## src/hdl/ied_pkg.sv

```systemverilog
// Behaviour
// RULE1 - Handler pointer comes from a 256-entry table at vector times four.
// RULE2 - Entry pushes status word, code segment and return offset on the stack.
// RULE3 - Hardware requests sampled only at boundaries; instruction exceptions go first.
// RULE4 - Entry clears the enable flag; saved status word keeps the prior value.
// RULE5 - Interrupt return restores flags; a pending request is served at once.
// RULE6 - Divide overflow raises type 0.
// RULE7 - Trace flag raises type 1, not after prefix, segment write or wait.
// RULE8 - Non-maskable request ignores the enable flag, vector 2, no acknowledge.
// RULE9 - Breakpoint opcode is type 3, pointer at table byte offset 12.
// RULE10 - Overflow trap instruction raises type 4 only with the overflow flag.
// RULE11 - Bounds check outside the memory limits raises type 5.
// RULE12 - Undefined opcode raises type 6.
// RULE13 - Escape opcodes D8 to DF raise type 7 only with escape trap bit.
// RULE14 - Escape trap returns to the escape opcode; others to the next instruction.
// RULE15 - Pins, DMA and timer requests accepted only with the enable flag set.
// RULE16 - Vectors: timers 8, 18, 19; DMA 10, 11; pins 12 to 15.
// RULE17 - Default priorities used unless software programs unique levels.
// RULE18 - Timers share one level, ranked timer 0 over 1 over 2.
// RULE19 - Cascaded pin requests take an 8-bit vector during acknowledge.
// RULE20 - Software interrupt reaches any of 256 vectors; 0 to 31 reserved.
// RULE21 - Single-step service clears the trace flag.
// RULE22 - Load offset from first table word, segment from second, then fetch.
package ied_pkg;
   localparam int unsigned IED_TR_BIT = 8;
   localparam int unsigned IED_IF_BIT = 9;
   localparam int unsigned IED_OV_BIT = 11;
   localparam logic [7:0] IED_VEC_DIV  = 8'h00;
   localparam logic [7:0] IED_VEC_STEP = 8'h01;
   localparam logic [7:0] IED_VEC_NMI  = 8'h02;
   localparam logic [7:0] IED_VEC_BRK  = 8'h03;
   localparam logic [7:0] IED_VEC_OVF  = 8'h04;
   localparam logic [7:0] IED_VEC_BND  = 8'h05;
   localparam logic [7:0] IED_VEC_UND  = 8'h06;
   localparam logic [7:0] IED_VEC_COP  = 8'h07;
   localparam logic [7:0] IED_VEC_TMR0 = 8'h08;
   localparam logic [7:0] IED_VEC_DMA0 = 8'h0a;
   localparam logic [7:0] IED_VEC_DMA1 = 8'h0b;
   localparam logic [7:0] IED_VEC_EXT0 = 8'h0c;
   localparam logic [7:0] IED_VEC_TMR1 = 8'h12;
   localparam logic [7:0] IED_VEC_TMR2 = 8'h13;
   localparam logic [7:0] IED_COP_LO   = 8'hd8;
   localparam logic [7:0] IED_COP_HI   = 8'hdf;
   localparam logic [3:0] IED_REG_CTRL = 4'h0;
   localparam logic [3:0] IED_REG_PRIO = 4'h4;
   localparam logic [3:0] IED_REG_STAT = 4'h8;
   localparam int unsigned IED_CTRL_COP  = 0;
   localparam int unsigned IED_CTRL_CASC = 1;
   localparam logic [1:0]  IED_CTRL_RST  = 2'h0;
   localparam logic [20:0] IED_PRIO_RST  = 21'h00000;
   localparam int unsigned IED_NSRC      = 7;
   localparam int unsigned IED_LVLW      = 3;
   localparam int unsigned IED_SRC_EXT0  = 3;

   typedef enum logic [2:0] {
      IED_IDLE, IED_ACK, IED_PUSHF, IED_PUSHCS, IED_PUSHIP, IED_RDIP, IED_RDCS
   } ied_state_e;

   typedef struct packed {
      logic [3:0]  addr;
      logic [31:0] wdata;
      logic        we;
      logic        re;
   } ied_bus_s;

   typedef struct packed {
      logic        boundary;
      logic        isRtn;
      logic        prefix;
      logic        segWrite;
      logic        waitOp;
      logic        divErr;
      logic        undefOp;
      logic        intoOp;
      logic        brkOp;
      logic        intOp;
      logic        boundOp;
      logic [7:0]  opcode;
      logic [7:0]  intType;
      logic [15:0] nextIp;
      logic [15:0] copIp;
      logic [15:0] index;
      logic [15:0] lower;
      logic [15:0] upper;
      logic [15:0] rtnFlags;
   } ied_retire_s;

   typedef struct packed {
      ied_state_e  st;
      logic [7:0]  vec;
      logic [15:0] svFlags;
      logic [15:0] retIp;
      logic [15:0] retCs;
      logic [15:0] newIp;
      logic [1:0]  ctrl;
      logic [20:0] prio;
      logic [31:0] rdata;
      logic [1:0]  nmiSync;
      logic        nmiPrev;
      logic        nmiPend;
      logic [3:0]  extS1;
      logic [3:0]  extS2;
      logic        busy;
      logic        pushReq;
      logic [15:0] pushData;
      logic        rdReq;
      logic [9:0]  rdAddr;
      logic        intaReq;
      logic        jump;
      logic [15:0] jmpIp;
      logic [15:0] jmpCs;
      logic [15:0] flags;
      logic [8:0]  srcAck;
      logic [7:0]  lastVec;
   } ied_state_s;
endpackage

```

## src/hdl/ied_dispatch.sv

```systemverilog
`timescale 1ns/1ps
`default_nettype none
module ied_dispatch
   import ied_pkg::*;
(
   // Clock and reset
   input  wire logic        ref_clk,
   input  wire logic        rst,
   // Register port
   input  wire ied_bus_s    bus,
   output logic [31:0]      busRdata,
   // Retiring instruction
   input  wire ied_retire_s retire,
   input  wire logic [15:0] statusWord,
   input  wire logic [15:0] codeSeg,
   // Request sources
   input  wire logic        nmiPin,
   input  wire logic [3:0]  extReqPin,
   input  wire logic [2:0]  timerReq,
   input  wire logic [1:0]  dmaReq,
   output logic [8:0]       srcAck,
   // Acknowledge sequence
   output logic             intaReq,
   input  wire logic        ackValid,
   input  wire logic [7:0]  ackVector,
   // Stack writes
   output logic             pushReq,
   output logic [15:0]      pushData,
   input  wire logic        pushAck,
   // Table reads
   output logic             rdReq,
   output logic [9:0]       rdAddr,
   input  wire logic        rdAck,
   input  wire logic [15:0] rdData,
   // Redirect
   output logic             busy,
   output logic             jumpValid,
   output logic [15:0]      jumpIp,
   output logic [15:0]      jumpCs,
   output logic [15:0]      flagsOut
);

   ied_state_s  q;
   ied_state_s  d;
   logic        atBoundary;
   logic [15:0] effFlags;
   logic        boundFail;
   logic        copHit;
   logic        copTaken;
   logic        swExc;
   logic [7:0]  swVec;
   logic [6:0]  srcPend;
   logic        lvlUq;
   logic        found;
   logic [2:0]  best;
   logic [2:0]  bestLvl;
   logic [7:0]  hwVec;
   logic [8:0]  hwAck;
   logic        hwOk;
   logic        stepOk;

   function automatic logic lvlUnique(input logic [20:0] p);
      logic u;
      u = 1'b1;
      for (int i = 0; i < IED_NSRC; i++) begin
         for (int j = i + 1; j < IED_NSRC; j++) begin
            if (p[i*IED_LVLW +: IED_LVLW] == p[j*IED_LVLW +: IED_LVLW]) begin
               u = 1'b0;
            end
         end
      end
      return u;
   endfunction

   // Source order doubles as the default ranking
   function automatic logic [2:0] srcLevel(input logic [20:0] p,
                                           input logic uq,
                                           input int unsigned i);
      return uq ? p[i*IED_LVLW +: IED_LVLW] : 3'(i);
   endfunction

   always_comb begin
      // A prefix is not a boundary: nothing may split it from its opcode
      atBoundary = retire.boundary && !retire.prefix; // RULE3
      effFlags = retire.isRtn ? retire.rtnFlags : statusWord; // RULE5
      boundFail = retire.boundOp &&
                  (($signed(retire.index) < $signed(retire.lower)) ||
                   ($signed(retire.index) > $signed(retire.upper))); // RULE11
      copHit = (retire.opcode >= IED_COP_LO) &&
               (retire.opcode <= IED_COP_HI) &&
               q.ctrl[IED_CTRL_COP]; // RULE13
      copTaken = copHit && !retire.divErr && !retire.undefOp;
      swExc = 1'b1;
      swVec = IED_VEC_DIV;
      if (retire.divErr) begin
         swVec = IED_VEC_DIV; // RULE6
      end else if (retire.undefOp) begin
         swVec = IED_VEC_UND; // RULE12
      end else if (copHit) begin
         swVec = IED_VEC_COP; // RULE13
      end else if (retire.intoOp && statusWord[IED_OV_BIT]) begin
         swVec = IED_VEC_OVF; // RULE10
      end else if (boundFail) begin
         swVec = IED_VEC_BND; // RULE11
      end else if (retire.brkOp) begin
         swVec = IED_VEC_BRK; // RULE9
      end else if (retire.intOp) begin
         swVec = retire.intType; // RULE20
      end else begin
         swExc = 1'b0;
      end

      srcPend = {q.extS2, dmaReq, |timerReq}; // RULE18
      lvlUq = lvlUnique(q.prio); // RULE17
      found = 1'b0;
      best = 3'h0;
      bestLvl = 3'h0;
      // Strict compare keeps the lower source index on a tie
      for (int unsigned i = 0; i < IED_NSRC; i++) begin
         if (srcPend[i] &&
             (!found || srcLevel(q.prio, lvlUq, i) < bestLvl)) begin
            found = 1'b1;
            best = 3'(i);
            bestLvl = srcLevel(q.prio, lvlUq, i); // RULE17
         end
      end

      hwAck = '0;
      hwVec = IED_VEC_TMR0;
      if (best == 3'h0) begin
         if (timerReq[0]) begin
            hwVec = IED_VEC_TMR0; // RULE18
            hwAck[0] = 1'b1;
         end else if (timerReq[1]) begin
            hwVec = IED_VEC_TMR1;
            hwAck[1] = 1'b1;
         end else begin
            hwVec = IED_VEC_TMR2;
            hwAck[2] = 1'b1;
         end
      end else begin
         hwAck[int'(best) + 2] = 1'b1;
         if (best == 3'h1) begin
            hwVec = IED_VEC_DMA0; // RULE16
         end else if (best == 3'h2) begin
            hwVec = IED_VEC_DMA1;
         end else begin
            hwVec = IED_VEC_EXT0 + 8'(best - 3'(IED_SRC_EXT0)); // RULE16
         end
      end
      hwOk = effFlags[IED_IF_BIT] && found; // RULE15

      stepOk = statusWord[IED_TR_BIT] &&
               !retire.segWrite && !retire.waitOp; // RULE7
   end

   always_comb begin
      logic take;
      logic casc;
      take = 1'b0;
      casc = 1'b0;
      d = q;
      d.jump = 1'b0;
      d.srcAck = '0;
      d.rdata = '0;
      // The first stage is read only by the second
      d.nmiSync = {q.nmiSync[0], nmiPin};
      d.nmiPrev = q.nmiSync[1];
      d.extS1 = extReqPin;
      d.extS2 = q.extS1;

      if (bus.we) begin
         case (bus.addr)
            IED_REG_CTRL: d.ctrl = bus.wdata[1:0];
            IED_REG_PRIO: d.prio = bus.wdata[20:0];
            default: ;
         endcase
      end
      if (bus.re) begin
         case (bus.addr)
            IED_REG_CTRL: d.rdata = {30'h0, q.ctrl};
            IED_REG_PRIO: d.rdata = {11'h0, q.prio};
            IED_REG_STAT: d.rdata = {22'h0, q.nmiPend, q.busy, q.lastVec};
            default:      d.rdata = '0;
         endcase
      end

      unique case (q.st)
         IED_IDLE: begin
            if (atBoundary) begin // RULE3
               take = 1'b1;
               if (swExc) begin
                  d.vec = swVec; // RULE3
               end else if (q.nmiPend) begin
                  d.vec = IED_VEC_NMI; // RULE8
                  d.nmiPend = 1'b0;
               end else if (hwOk) begin
                  d.vec = hwVec; // RULE15
                  d.srcAck = hwAck;
                  casc = q.ctrl[IED_CTRL_CASC] &&
                         (best >= 3'(IED_SRC_EXT0)); // RULE19
               end else if (stepOk) begin
                  d.vec = IED_VEC_STEP; // RULE7
               end else begin
                  take = 1'b0;
               end
            end
            if (take) begin
               d.svFlags = effFlags; // RULE4
               d.retIp = (swExc && copTaken) ? retire.copIp
                                             : retire.nextIp; // RULE14
               d.retCs = codeSeg;
               d.busy = 1'b1;
               if (casc) begin
                  d.st = IED_ACK;
                  d.intaReq = 1'b1; // RULE19
               end else begin
                  d.st = IED_PUSHF;
                  d.pushReq = 1'b1;
                  d.pushData = effFlags; // RULE2
               end
            end
         end
         IED_ACK: begin
            if (ackValid) begin
               d.vec = ackVector; // RULE19
               d.intaReq = 1'b0;
               d.st = IED_PUSHF;
               d.pushReq = 1'b1;
               d.pushData = q.svFlags;
            end
         end
         IED_PUSHF: begin
            if (pushAck) begin
               d.pushData = q.retCs; // RULE2
               d.st = IED_PUSHCS;
            end
         end
         IED_PUSHCS: begin
            if (pushAck) begin
               d.pushData = q.retIp; // RULE2
               d.st = IED_PUSHIP;
            end
         end
         IED_PUSHIP: begin
            if (pushAck) begin
               d.pushReq = 1'b0;
               d.rdReq = 1'b1;
               d.rdAddr = {q.vec, 2'b00}; // RULE1
               d.st = IED_RDIP;
            end
         end
         IED_RDIP: begin
            if (rdAck) begin
               d.newIp = rdData; // RULE22
               d.rdAddr = {q.vec, 2'b10};
               d.st = IED_RDCS;
            end
         end
         IED_RDCS: begin
            if (rdAck) begin
               d.rdReq = 1'b0;
               d.jump = 1'b1; // RULE22
               d.jmpIp = q.newIp;
               d.jmpCs = rdData;
               d.flags = q.svFlags;
               d.flags[IED_IF_BIT] = 1'b0; // RULE4
               d.flags[IED_TR_BIT] = 1'b0; // RULE21
               d.busy = 1'b0;
               d.lastVec = q.vec;
               d.st = IED_IDLE;
            end
         end
      endcase

      // An edge in the cycle of the clear is kept
      if (q.nmiSync[1] && !q.nmiPrev) begin
         d.nmiPend = 1'b1; // RULE8
      end
   end

   always_ff @(posedge ref_clk) begin
      if (rst) begin
         q <= '0;
         q.ctrl <= IED_CTRL_RST;
         q.prio <= IED_PRIO_RST;
      end else begin
         q <= d;
      end
   end

   assign busRdata  = q.rdata;
   assign srcAck    = q.srcAck;
   assign intaReq   = q.intaReq;
   assign pushReq   = q.pushReq;
   assign pushData  = q.pushData;
   assign rdReq     = q.rdReq;
   assign rdAddr    = q.rdAddr;
   assign busy      = q.busy;
   assign jumpValid = q.jump;
   assign jumpIp    = q.jmpIp;
   assign jumpCs    = q.jmpCs;
   assign flagsOut  = q.flags;
endmodule
`default_nettype wire

```

## config.mk

```make
export PLATFORM = sky130hd
export DESIGN_NAME = ied_dispatch
export DESIGN_NICKNAME = d
export VERILOG_FILES = /design/src/hdl/ied_pkg.sv /design/src/hdl/ied_dispatch.sv
export SDC_FILE = /design/constraint.sdc
export NUM_CORES = 1
export LEC_CHECK = 0
export BUFFER_PORTS_ARGS = -buffer_cell sky130_fd_sc_hd__buf_2
export CORE_MARGIN = 2
export CORE_UTILIZATION = 35
export CTS_CLUSTER_SIZE = 20
export DETAILED_ROUTE_END_ITERATION = 16
export GPL_ROUTABILITY_DRIVEN = 0
export GPL_TIMING_DRIVEN = 0
export PLACE_DENSITY = 0.56
export SLEW_MARGIN = 20
export SYNTH_ARGS = -nofsm -noshare
export SYNTH_HDL_FRONTEND = slang
export SYNTH_SLANG_ARGS = --single-unit
```

## constraint.sdc

```tcl
create_clock -name ref_clk -period 30 [get_ports ref_clk]
set_clock_uncertainty 0.2 [all_clocks]
set_input_delay 3 -clock ref_clk [delete_from_list [all_inputs] [get_ports ref_clk]]
set_output_delay 3 -clock ref_clk [all_outputs]
set_load 0.1 [all_outputs]
```

==> metrics.yaml <==
synthesis:
  syn_inst: 1576
  ys.flop_type: "dfxtp_1"
  yosys.area.top_type: "dfxtp_1"
  synth_area_um2: 12500
  ys_seq_area_share_pct: 35.8
  syn-mean-instance-area_um2: 7.96
  synth_warnings: 0
  synth_area_leaders: "dfxtp_1, nand2_1, buf_4"
  synthArstFlopShare_pct: 0
  synth.distinct_cells: 71
  ys_ff_latch: 224
  yosysTopAreaCellShare_pct: 35.8
  synth_enable_flop_cells: 0
setup_path:
  cpMaxStageDelayCell: "a221oi_1"
  crit_path_start_kind: "primary input"
  cp_data_arrival_time_ns: 16.46
  crit_fanout: 10
  cp-end-kind: "flip-flop"
  slowest_delay_ns: 0.51
  worstSetupPathType: "in2reg"
  required_ns: 30.30
clock_network:
  cts_tree: "yes"
  clockBufferDepth: 3
  post_cts_buffers: 0
  clock-sinks: 224
  clock_latency_ns: 0.55
  cts_buffers: 27
  postCtsResizedCells: 0
  cts_root_buf: "clkbuf_16"
  clk_pin_slew_ns: 0.06
  htreeDepth: 1
  cts_hold_buf: 0
detailed_routing:
  drt_first_pass_iters: 5
  vias: 12100
  routed_wl_mm: 42.6
  ant_nets: 0
  drc: 0
  via_per_inst: 5.01
  drt-initial-drc-count: 768
  wl_per_cell_um: 17.5
timing:
  rsz0062_at_grt: "false"
  post-route-period-util_pct: 53.9
  hold_viol: 0
  timing.slew.headroom_pct: 25.6
  drv_slew: 0
  fmax_ghz: 0.0619
  fin_tns_setup_ns: 0
  tightest_slew_ns: 1.10
  setup_viol_count_final: 0
  period_needed_ns: 16.16
floorplanning:
  die_h_um: 193
  start_util_pct: 35.4
  die-area_um2: 37400
  core_um2: 35400
  fp-row-count: 69
  chipWidth_um: 193
  io_pins: 352
power_and_ir_drop:
  power_density_nw_per_um2: 50.0
  internal_power_uw: 549
  p_seq_share_pct: 40.3
  comb_power_share_pct: 17.9
  switchingPower_uw: 237
  peakVddDrop_mv: 0.0420
  total_power_uw: 786
  clock_power_share_pct: 41.8
  leakagePower_uw: 0.00711
  p_sw_share_pct: 30.2
final_layout:
  area_growth_pct: 25.3
  fin_util_pct: 44.4
  nets: 2221
  drive_gt1_share_pct: 28.4
worst_hold_path:
  hold_path.class: "reg2reg"
global_route:
  grt_pass1_vias: 11700
  gr-usage-all-layers_pct: 21.8
  grt_max_degree: 15
  antenna_found_initial: 4
  grt_pass1_wl_mm: 65.2
  overflow: 0
status:
  outcome: "complete, no violations"
run:
  maxCapViolCount: 0
place:
  hpwl_mm: 34.0
  port_buffers: 322
## worst paths after layout
check | from | to | slack, ns | cells after the start
max | timerReq[0] | pushData[14] | 13.84 | 54
min | d[107] | d[105] | 0.23 | 1
max reg2reg | q[149] | pushData[14] | 14.68 | 58
min reg2reg | d[107] | d[105] | 0.23 | 1
## cells in the final DEF (no fill, tap or decap), drive strengths merged, types with 19 or more instances in the layout
cell type	netlist	final
a211oi	22	22
a21oi	173	173
buf	148	472
clkbuf	71	110
dfxtp	224	224
ha	47	47
inv	51	54
mux2	19	19
mux2i	48	48
nand2	279	279
nand3	22	22
nor2	104	104
nor3	40	40
o21ai	26	26
xnor2	27	27
xor2	35	35
## sequential cells by signal, indices dropped and copies added (netlist names)
signal	cells
pushReq	1
jumpValid	1
pushData	16
busy	1
busRdata	21
q	112
jumpIp	16
rdReq	1
rdAddr	9
srcAck	9
intaReq	1
d	6
jumpCs	16
flagsOut	14
## synthesized netlist by cell type, drive strengths merged (15+ instances only)
cell type  count
nand2        279
dfxtp        224
a21oi        173
buf          148
nor2         104
clkbuf        71
inv           51
mux2i         48
ha            47
nor3          40
xor2          35
xnor2         27
o21ai         26
a211oi        22
nand3         22
mux2          19
nor2b         18
a31o          16
and2          16
o22ai         16
nand2b        15
## per-stage QoR
step           hold slack, ns  area, um2  std cells  setup WS, ns
2_1_floorplan           0.214      12600       1589         15.90
3_3_place_gp            0.227      14800       2372         13.68
3_5_place_dp            0.220      14800       2374         13.51
4_1_cts                 0.230      15700       2423         14.00
5_1_grt                 0.252      15700       2426         12.84
6_report                0.230      15700       2427         13.84
## logic make-up (layout without fill, tap and decap cells)
group / count (synthesis) / in the layout / synth area share (%)
simple gates: 555 / 555 / 19.8
compound gates: 350 / 350 / 17.7
other cells: 1 / 18 / 0.0299
xor+xnor: 62 / 62 / 4.33
fa+ha+maj: 47 / 47 / 4.69
mux: 67 / 67 / 5.54
flops: 224 / 224 / 35.8
buf+inv: 270 / 643 / 12.2
## worst max-delay path, delay by kind of cell
family	cells	cell delay, ns
and+or+nand+nor	10	2.16
muxes	2	0.84
buffers and inverters	4	1.05
AOI/OAI and AO/OA	31	7.29
adders and majority gates	7	2.08
## layer usage
metal | vias to the layer above | routed length, um | GRT usage (%)
met2 | 399 | 20400 | 37.9
met4 | 0 | 1120 | 6.36
met5 | - | 0 | 0
met3 | 57 | 2450 | 3.10
met1 | 5666 | 18600 | 28.1
li1 | 6027 | - | -
## final cells by class
cell class | count | area (um2)
Fill cell | 3670 | 19700
Multi-Input combinational cell | 1095 | 6590
Sequential cell | 224 | 4480
Timing Repair Buffer | 324 | 1620
Buffer | 219 | 1340
Clock buffer | 39 | 791
Tap cell | 461 | 577
Inverter | 51 | 191
Clock inverter | 10 | 115
Antenna cell | 4 | 10.0
## power groups by stage
stage / sequential (uW) / clock, uW / combinational (uW)
finish: 316 / 328 / 141
global route: 318 / 347 / 152
CTS: 316 / 335 / 141
detailed placement: 323 / 0 / 140
global placement: 323 / 0 / 139
floorplan: 322 / 0 / 96.6
Note: power is estimated with default switching activity, not from simulation.
